$ cat config.mk
export PLATFORM = sky130hd
export DESIGN_NAME = bsmr_regs
export DESIGN_NICKNAME = d
export VERILOG_FILES = /design/src/bsmr_pkg.sv /design/src/bsmr_crc_if.sv /design/src/bsmr_crc.sv /design/src/bsmr_regs.sv
export SDC_FILE = /design/constraint.sdc
export NUM_CORES = 1
export LEC_CHECK = 0
export BUFFER_PORTS_ARGS = -buffer_cell sky130_fd_sc_hd__buf_2
export CELL_PAD_IN_SITES_DETAIL_PLACEMENT = 0
export CELL_PAD_IN_SITES_GLOBAL_PLACEMENT = 1
export CORE_MARGIN = 2
export CORE_UTILIZATION = 28
export CTS_CLUSTER_DIAMETER = 120
export DETAILED_ROUTE_END_ITERATION = 8
export PLACE_DENSITY_LB_ADDON = 0.1
export SYNTH_ARGS = -nofsm -noshare
export SYNTH_HDL_FRONTEND = slang
export SYNTH_SLANG_ARGS = --single-unit
$ cat constraint.sdc
create_clock -name clk_sys -period 14.31 [get_ports clk_sys]
set_clock_uncertainty 0.15 [all_clocks]
set_input_delay 0 -clock clk_sys [delete_from_list [all_inputs] [get_ports clk_sys]]
set_output_delay 0 -clock clk_sys [all_outputs]
set_load 0.005 [all_outputs]
$ cat src/bsmr_pkg.sv
package bsmr_pkg;
   // protocol codes
   localparam logic [7:0] FC_READ_HOLDING = 8'h03;
   localparam logic [7:0] EXC_FLAG = 8'h80;
   localparam logic [7:0] EXC_NONE = 8'h00;
   localparam logic [7:0] EXC_ILLEGAL_FUNCTION = 8'h01;
   localparam logic [7:0] EXC_ILLEGAL_ADDRESS = 8'h02;
   localparam logic [7:0] EXC_ILLEGAL_VALUE = 8'h03;
   localparam logic [15:0] MAX_READ_COUNT = 16'h007D;
   // register map: protocol address is register number minus one
   localparam logic [15:0] ADDR_QUALITY = 16'h7CFF;
   localparam logic [15:0] ADDR_STATUS = 16'h7D00;
   localparam logic [15:0] RANGE0_BASE = 16'h7CFF;
   localparam logic [15:0] RANGE0_LEN = 16'h007C;
   localparam logic [15:0] RANGE1_BASE = 16'h7D7B;
   localparam logic [15:0] RANGE1_LEN = 16'h0076;
   localparam logic [15:0] RANGE2_BASE = 16'h7E53;
   localparam logic [15:0] RANGE2_LEN = 16'h0060;
   // status word layout
   localparam int BIT_OPEN = 0;
   localparam int BIT_TRIP = 1;
   localparam int BIT_FAULT = 2;
   localparam int BIT_SPRING = 3;
   localparam int BIT_READY = 5;
   localparam int BIT_UNAVAIL = 15;
   localparam logic [15:0] QUALITY_DEFINED = 16'h802F;
   localparam logic [15:0] RESERVED_MASK = 16'h7FD0;
   localparam logic [15:0] WORD_ZERO = 16'h0000;
   // framing
   localparam logic [3:0] REQ_BYTES = 4'h8;
   localparam logic [7:0] HDR_BYTES = 8'h03;
   localparam logic [7:0] IDX_FUNC = 8'h01;
   localparam logic [7:0] IDX_COUNT = 8'h02;
   localparam logic [15:0] CRC_INIT = 16'hFFFF;
   localparam logic [15:0] CRC_POLY = 16'hA001;
   localparam logic [15:0] CRC_RESIDUE = 16'h0000;

   typedef enum logic [1:0] {ST_RX, ST_CHECK, ST_SEND} bsmr_state_e;
endpackage

$ cat src/bsmr_crc_if.sv
`timescale 1ns/1ps
interface bsmr_crc_if;
   logic clear;
   logic feed;
   logic [7:0] data;
   logic [15:0] crc;
   logic [15:0] crcNext;
   modport user (output clear, output feed, output data, input crc, input crcNext);
   modport unit (input clear, input feed, input data, output crc, output crcNext);
endinterface

$ cat src/bsmr_crc.sv
`timescale 1ns/1ps
module bsmr_crc
   import bsmr_pkg::*;
(
   input wire logic clk_sys,
   input wire logic rst,
   bsmr_crc_if.unit port
);
   typedef struct packed {
      logic [15:0] crc;
   } bsmr_crc_s;

   bsmr_crc_s s;
   bsmr_crc_s next_s;

   // reflected crc over one byte, lsb first
   function automatic logic [15:0] crcByte(input logic [15:0] c, input logic [7:0] d);
      logic [15:0] r;
      r = c ^ {8'h00, d};
      for (int i = 0; i < 8; i++) begin
         r = r[0] ? ((r >> 1) ^ CRC_POLY) : (r >> 1);
      end
      return r;
   endfunction

   assign port.crcNext = crcByte(s.crc, port.data);
   assign port.crc = s.crc;

   always_comb begin
      next_s = s;
      if (port.clear) begin
         next_s.crc = CRC_INIT;
      end else if (port.feed) begin
         next_s.crc = port.crcNext;
      end
   end

   always_ff @(posedge clk_sys) begin
      if (rst) begin
         s <= '{crc: CRC_INIT};
      end else begin
         s <= next_s;
      end
   end
endmodule // bsmr_crc

$ cat src/bsmr_regs.sv
// How it works
// - answer echoes slave, function, byte count, data
// - protocol address equals register number minus one
// - quality word sits at 0x7CFF
// - ranges at 0x7D7B and 0x7E53 served
// - quality bit marks status bit valid
// - bit 0 shows breaker closed
// - bit 1 shows breaker tripped
// - bit 2 shows electrical fault trip
// - bit 3 shows spring charged
// - bit 5 shows ready to close
// - motor mechanism forces bits 1,3,5 low
// - bit 15 flags data unavailable
`timescale 1ns/1ps
module bsmr_regs
   import bsmr_pkg::*;
(
   input wire logic clk_sys,
   input wire logic rst,
   input wire logic [7:0] slaveAddr,
   input wire logic [7:0] rxByte,
   input wire logic rxValid,
   input wire logic frameGap,
   output logic [7:0] txByte,
   output logic txValid,
   input wire logic txReady,
   input wire logic openClosedContact,
   input wire logic tripContact,
   input wire logic faultTripContact,
   input wire logic springChargedContact,
   input wire logic readyToCloseContact,
   input wire logic motorMechanism,
   input wire logic dataUnavailable,
   input wire logic [15:0] contactValid,
   output logic [15:0] statusWord,
   output logic [15:0] qualityWord
);
   typedef struct packed {
      bsmr_state_e fsm;
      logic [3:0] rxIdx;
      logic [7:0] slave;
      logic [7:0] func;
      logic [15:0] start;
      logic [15:0] count;
      logic [7:0] excCode;
      logic [7:0] txIdx;
      logic [7:0] txByte;
      logic txValid;
      logic [15:0] status;
      logic [15:0] quality;
      logic [15:0] snapStatus;
      logic [15:0] snapQuality;
   } bsmr_regs_s;

   bsmr_regs_s s;
   bsmr_regs_s next_s;
   bsmr_crc_if ci();
   logic beat;
   logic [7:0] nBytes;

   bsmr_crc u_crc (
      .clk_sys(clk_sys),
      .rst(rst),
      .port(ci.unit)
   );

   function automatic logic inWindow(input logic [15:0] st, input logic [15:0] cnt,
                                     input logic [15:0] base, input logic [15:0] len);
      return (st >= base) && ({1'b0, st} + {1'b0, cnt} <= {1'b0, base} + {1'b0, len});
   endfunction

   // words outside this bank belong to other blocks and read zero here
   function automatic logic [15:0] regValue(input logic [15:0] a, input logic [15:0] q,
                                            input logic [15:0] w);
      if (a == ADDR_QUALITY) begin
         return q;
      end else if (a == ADDR_STATUS) begin
         return w;
      end
      return WORD_ZERO;
   endfunction

   function automatic logic [7:0] byteAt(input bsmr_regs_s r, input logic [7:0] idx);
      logic [7:0] j;
      logic [15:0] v;
      j = idx - HDR_BYTES;
      v = regValue(r.start + {9'h000, j[7:1]}, r.snapQuality, r.snapStatus);
      if (idx == 8'h00) begin
         return r.slave;
      end else if (idx == IDX_FUNC) begin
         return (r.excCode != EXC_NONE) ? (r.func | EXC_FLAG) : r.func;
      end else if (idx == IDX_COUNT) begin
         return (r.excCode != EXC_NONE) ? r.excCode : {r.count[6:0], 1'b0};
      end
      return j[0] ? v[7:0] : v[15:8];
   endfunction

   assign beat = s.txValid && txReady;
   assign nBytes = (s.excCode != EXC_NONE) ? HDR_BYTES : HDR_BYTES + {s.count[6:0], 1'b0};
   assign txByte = s.txByte;
   assign txValid = s.txValid;
   assign statusWord = s.status;
   assign qualityWord = s.quality;

   always_comb begin
      next_s = s;
      ci.clear = 1'b0;
      ci.feed = 1'b0;
      ci.data = (s.fsm == ST_SEND) ? s.txByte : rxByte;
      next_s.status = WORD_ZERO;
      next_s.status[BIT_OPEN] = openClosedContact;
      next_s.status[BIT_TRIP] = tripContact && !motorMechanism;
      next_s.status[BIT_FAULT] = faultTripContact;
      next_s.status[BIT_SPRING] = springChargedContact && !motorMechanism;
      // ready to close, motor forces low
      next_s.status[BIT_READY] = readyToCloseContact && !motorMechanism;
      next_s.status[BIT_UNAVAIL] = dataUnavailable;
      // validity per bit; reserved quality bits zero
      next_s.quality = contactValid & QUALITY_DEFINED;
      next_s.quality[BIT_UNAVAIL] = 1'b1;
      case (s.fsm)
         ST_RX: begin
            if (frameGap) begin
               next_s.rxIdx = '0;
               ci.clear = 1'b1;
            end else if (rxValid) begin
               ci.feed = 1'b1;
               next_s.rxIdx = s.rxIdx + 4'h1;
               case (s.rxIdx)
                  4'h0: next_s.slave = rxByte;
                  4'h1: next_s.func = rxByte;
                  4'h2: next_s.start[15:8] = rxByte;
                  4'h3: next_s.start[7:0] = rxByte;
                  4'h4: next_s.count[15:8] = rxByte;
                  4'h5: next_s.count[7:0] = rxByte;
                  default: ;
               endcase
               if (s.rxIdx == REQ_BYTES - 4'h1) begin
                  next_s.fsm = ST_CHECK;
               end
            end
         end
         ST_CHECK: begin
            next_s.rxIdx = '0;
            ci.clear = 1'b1;
            // bad crc or another slave: stay silent
            if (ci.crc == CRC_RESIDUE && s.slave == slaveAddr) begin
               next_s.fsm = ST_SEND;
               next_s.snapStatus = s.status;
               next_s.snapQuality = s.quality;
               next_s.txIdx = '0;
               next_s.txByte = s.slave;
               next_s.txValid = 1'b1;
               if (s.func != FC_READ_HOLDING) begin
                  next_s.excCode = EXC_ILLEGAL_FUNCTION;
               end else if (s.count == WORD_ZERO || s.count > MAX_READ_COUNT) begin
                  next_s.excCode = EXC_ILLEGAL_VALUE;
               end else if (!(inWindow(s.start, s.count, RANGE0_BASE, RANGE0_LEN) ||
                              inWindow(s.start, s.count, RANGE1_BASE, RANGE1_LEN) ||
                              inWindow(s.start, s.count, RANGE2_BASE, RANGE2_LEN))) begin
                  next_s.excCode = EXC_ILLEGAL_ADDRESS;
               end else begin
                  next_s.excCode = EXC_NONE;
               end
            end else begin
               next_s.fsm = ST_RX;
            end
         end
         ST_SEND: begin
            if (beat) begin
               ci.feed = (s.txIdx < nBytes);
               // answer byte sequence, crc low byte first
               if (s.txIdx == nBytes + 8'h01) begin
                  next_s.fsm = ST_RX;
                  next_s.txValid = 1'b0;
                  next_s.txIdx = '0;
                  ci.clear = 1'b1;
               end else begin
                  next_s.txIdx = s.txIdx + 8'h01;
                  if (s.txIdx + 8'h01 < nBytes) begin
                     next_s.txByte = byteAt(s, s.txIdx + 8'h01);
                  end else if (s.txIdx + 8'h01 == nBytes) begin
                     next_s.txByte = ci.crcNext[7:0];
                  end else begin
                     next_s.txByte = ci.crc[15:8];
                  end
               end
            end
         end
         default: next_s.fsm = ST_RX;
      endcase
   end

   // nothing here writes the words; a write request is answered as exception
   always_ff @(posedge clk_sys) begin
      if (rst) begin
         s <= '{fsm: ST_RX, default: '0};
      end else begin
         s <= next_s;
      end
   end
endmodule // bsmr_regs

==> run metrics <==
grt total ovfl=0; Core Area=between 20000 and 30000 um^2; status=complete, no violations; max-slew violations=0; Required @ worst endpoint=14.48 ns; largest net degree at the start of global routing=82; maximum clock path buffer count=2; Total Routing Usage GR=0.175; critical path class=reg2reg; Internal=0.628 mW; fillers=~3000; crit end category=register; chip height=around 180 um; Mapped Cells=between 900 and 1000; synth cell count leaders=113 x dfxtp_1, 93 x nor2_1, 90 x nand2_1; RSZ-0062 raised after global routing=no; top-count cell post-synth=dfxtp_1; maximum VDD drop=0.0609 mV; Clock Latency Late Sink=~0.42 ns; total number of vias=just under 7000; startpoint class of the critical path=register; share of layout cells above drive strength 1=0.106; Hold Fails Final Rpt=0; DRC violations left=0; utilization after layout=0.328; number of CTS-inserted buffers=17; clk root buf=clkbuf_16; min Tclk post-route=5.53 ns; EDFF count, synth=0; mapped cell area=about 8200 um^2; # Max-Cap Violations=0; Final Net Count=approximately 1100; placed cell count=roughly 1400; P per Cell Area=86.9 nW/um^2; top_reg_cell synth=dfxtp_1; Net Sw Power=0.191 mW; Vias/cell=slightly below 5; number of synthesized register bits=~110; Leak=3.92 nW; Yosys Warn Count=0; final setup violating endpoints=0; TNS Setup=0 ns; top cell type's share of synthesized area=0.276; relative slew slack=0.246; post-place setup slack=between 8 and 9 ns; first-pass GRT wire length=41.2 mm; DP Wirelength=around 20 mm; final WL=~26 mm; initial DRC count=between 300 and 400; I/O Buffers=53; critical path data arrival time=roughly 5.7 ns; clk slew on worst S/H paths=around 0.06 ns; CTS tree=yes; Cell variety after synth=89; FFs w/ async S/R, synth=0; clock share of power=0.531; initial antenna violation count=0; Seq/Total Area, Yosys=0.276; Routability Congestion=0.774; Final Non-Filler Cells=between 1000 and 1500; vias in the first global route=6793; area leader, netlist=dfxtp_1; Mapped Avg Cell Area=between 8 and 9 um^2; TritonRoute pass-1 iters=5; hold path start=frameGap; worst hold path type=in2reg; Setup crit start=s[75]; worst slew pin tran=around 1.1 ns; Starting Density=0.285; crit share post-route=0.387; cts repair resizes=0; Logic pwr share=0.073; CP Max Fanout=14; area added between synthesis and finish=14.8%; Core Rows=just over 60; R2R Path Start=s[75]; largest cells by area after synthesis=dfxtp_1 28%, mux2i_1 11%, ha_1 7.3%; clk sinks=113; die area=30700 um^2; I/O pins=85; Antenna Nets Post-Route=0; final setup margin=a little under 9 ns; antenna fix cells=0; wire length per cell=around 19 um; sequential power share=0.397; Die W=approximately 180 um; FMAX=around 180 MHz; sw frac=0.233; H-Tree Depth=4
cells in the final DEF (no fill, tap or decap), drive strengths merged, types with 29 or more instances in the layout:
cell type	netlist	layout
o21ai	35	35
xnor2	41	41
ha	48	48
nand2	90	90
mux2i	87	87
a21oi	52	52
buf	55	58
dfxtp	113	113
inv	29	29
nor2	95	95
cells by family (layout without fill, tap and decap cells):
group                    count (synthesis)  after routing  share of synthesized area
multiplexers                            90             90                      0.110
buffers and inverters                  113            144                     0.0736
other                                    1             20                   0.000457
flip-flops                             113            113                      0.276
AND/OR/NAND/NOR                        342            342                      0.215
AO/OA/AOI/OAI                          195            195                      0.162
adder cells (fa/ha/maj)                 52             52                     0.0817
XOR/XNOR                                70             70                     0.0815
metal layers:
metal | global-route usage | vias up | share of wire
met4 | 0.0313 | 0 | 0.0050
met2 | 0.276 | 108 | 0.45
li1 | - | 3519 | -
met3 | 0.0244 | 8 | 0.026
met5 | 0 | - | 0
met1 | 0.255 | 3290 | 0.51
power groups by stage:
stage,combinational [mW],sequential [mW],clock (mW)
5_1_grt,0.0662,0.325,0.458
3_5_place_dp,0.0554,0.332,0
4_1_cts,0.0606,0.325,0.444
3_3_place_gp,0.0557,0.332,0
2_1_floorplan,0.0419,0.330,0
6_report,0.0597,0.325,0.435
state kept, by name (all words and copies together) (netlist names):
name            count
txByte              8
qualityWord         6
statusWord          6
u_crc.port.crc     16
txValid             1
s                  76
stage by stage:
stage / cell area, um^2 / hold slack, ns / power, mW
finish: 9430 / 0.0573 / 0.819
global route: 9430 / 0.116 / 0.850
CTS: 9430 / 0.0453 / 0.829
detailed placement: 8580 / 0.0529 / 0.387
global placement: 8580 / 0.0526 / 0.387
floorplan: 8280 / -0.0283 / 0.372
repair_timing:
action,in CTS,in global routing
buffers inserted,0,0
hold buffers,25,0
hold endpoints to repair,71,0
final timing paths:
| path | endpoint | cells past startpoint | slack [ns] |
|---|---|---|---|
| max reg2reg | txByte[0] | 16 | 8.78 |
| min reg2reg | s[16] | 2 | 0.30 |
| max | txByte[0] | 16 | 8.78 |
| min | s[137] | 5 | 0.06 |
cell type report:
class / count / area [um^2] / share of cell area
Inverter: 30 / 113 / 0.0119
Multi-Input combinational cell: 769 / 5420 / 0.575
Sequential cell: 113 / 2260 / 0.240
Timing Repair Buffer: 83 / 553 / 0.0587
Clock buffer: 21 / 460 / 0.0488
Tap cell: 384 / 480 / 0.0510
Clock inverter: 10 / 135 / 0.0143
critical path, stage by stage, from the launching register on:
cell and delay (ns):
dfxtp_1 0.68, nand3_1 0.16, xor2_1 0.35, clkinv_1 0.28
or3_1 0.45, nor2_1 0.10, nand2_1 0.07, xnor2_1 0.16
ha_1 0.26, a211o_1 0.34, a211o_1 0.29, nand2b_1 0.14
xnor2_1 0.14, nor4_4 0.70, o2111ai_1 0.51, o21a_1 0.34
o41ai_2 0.31
No activity file was read; power rests on OpenSTA's default activity.
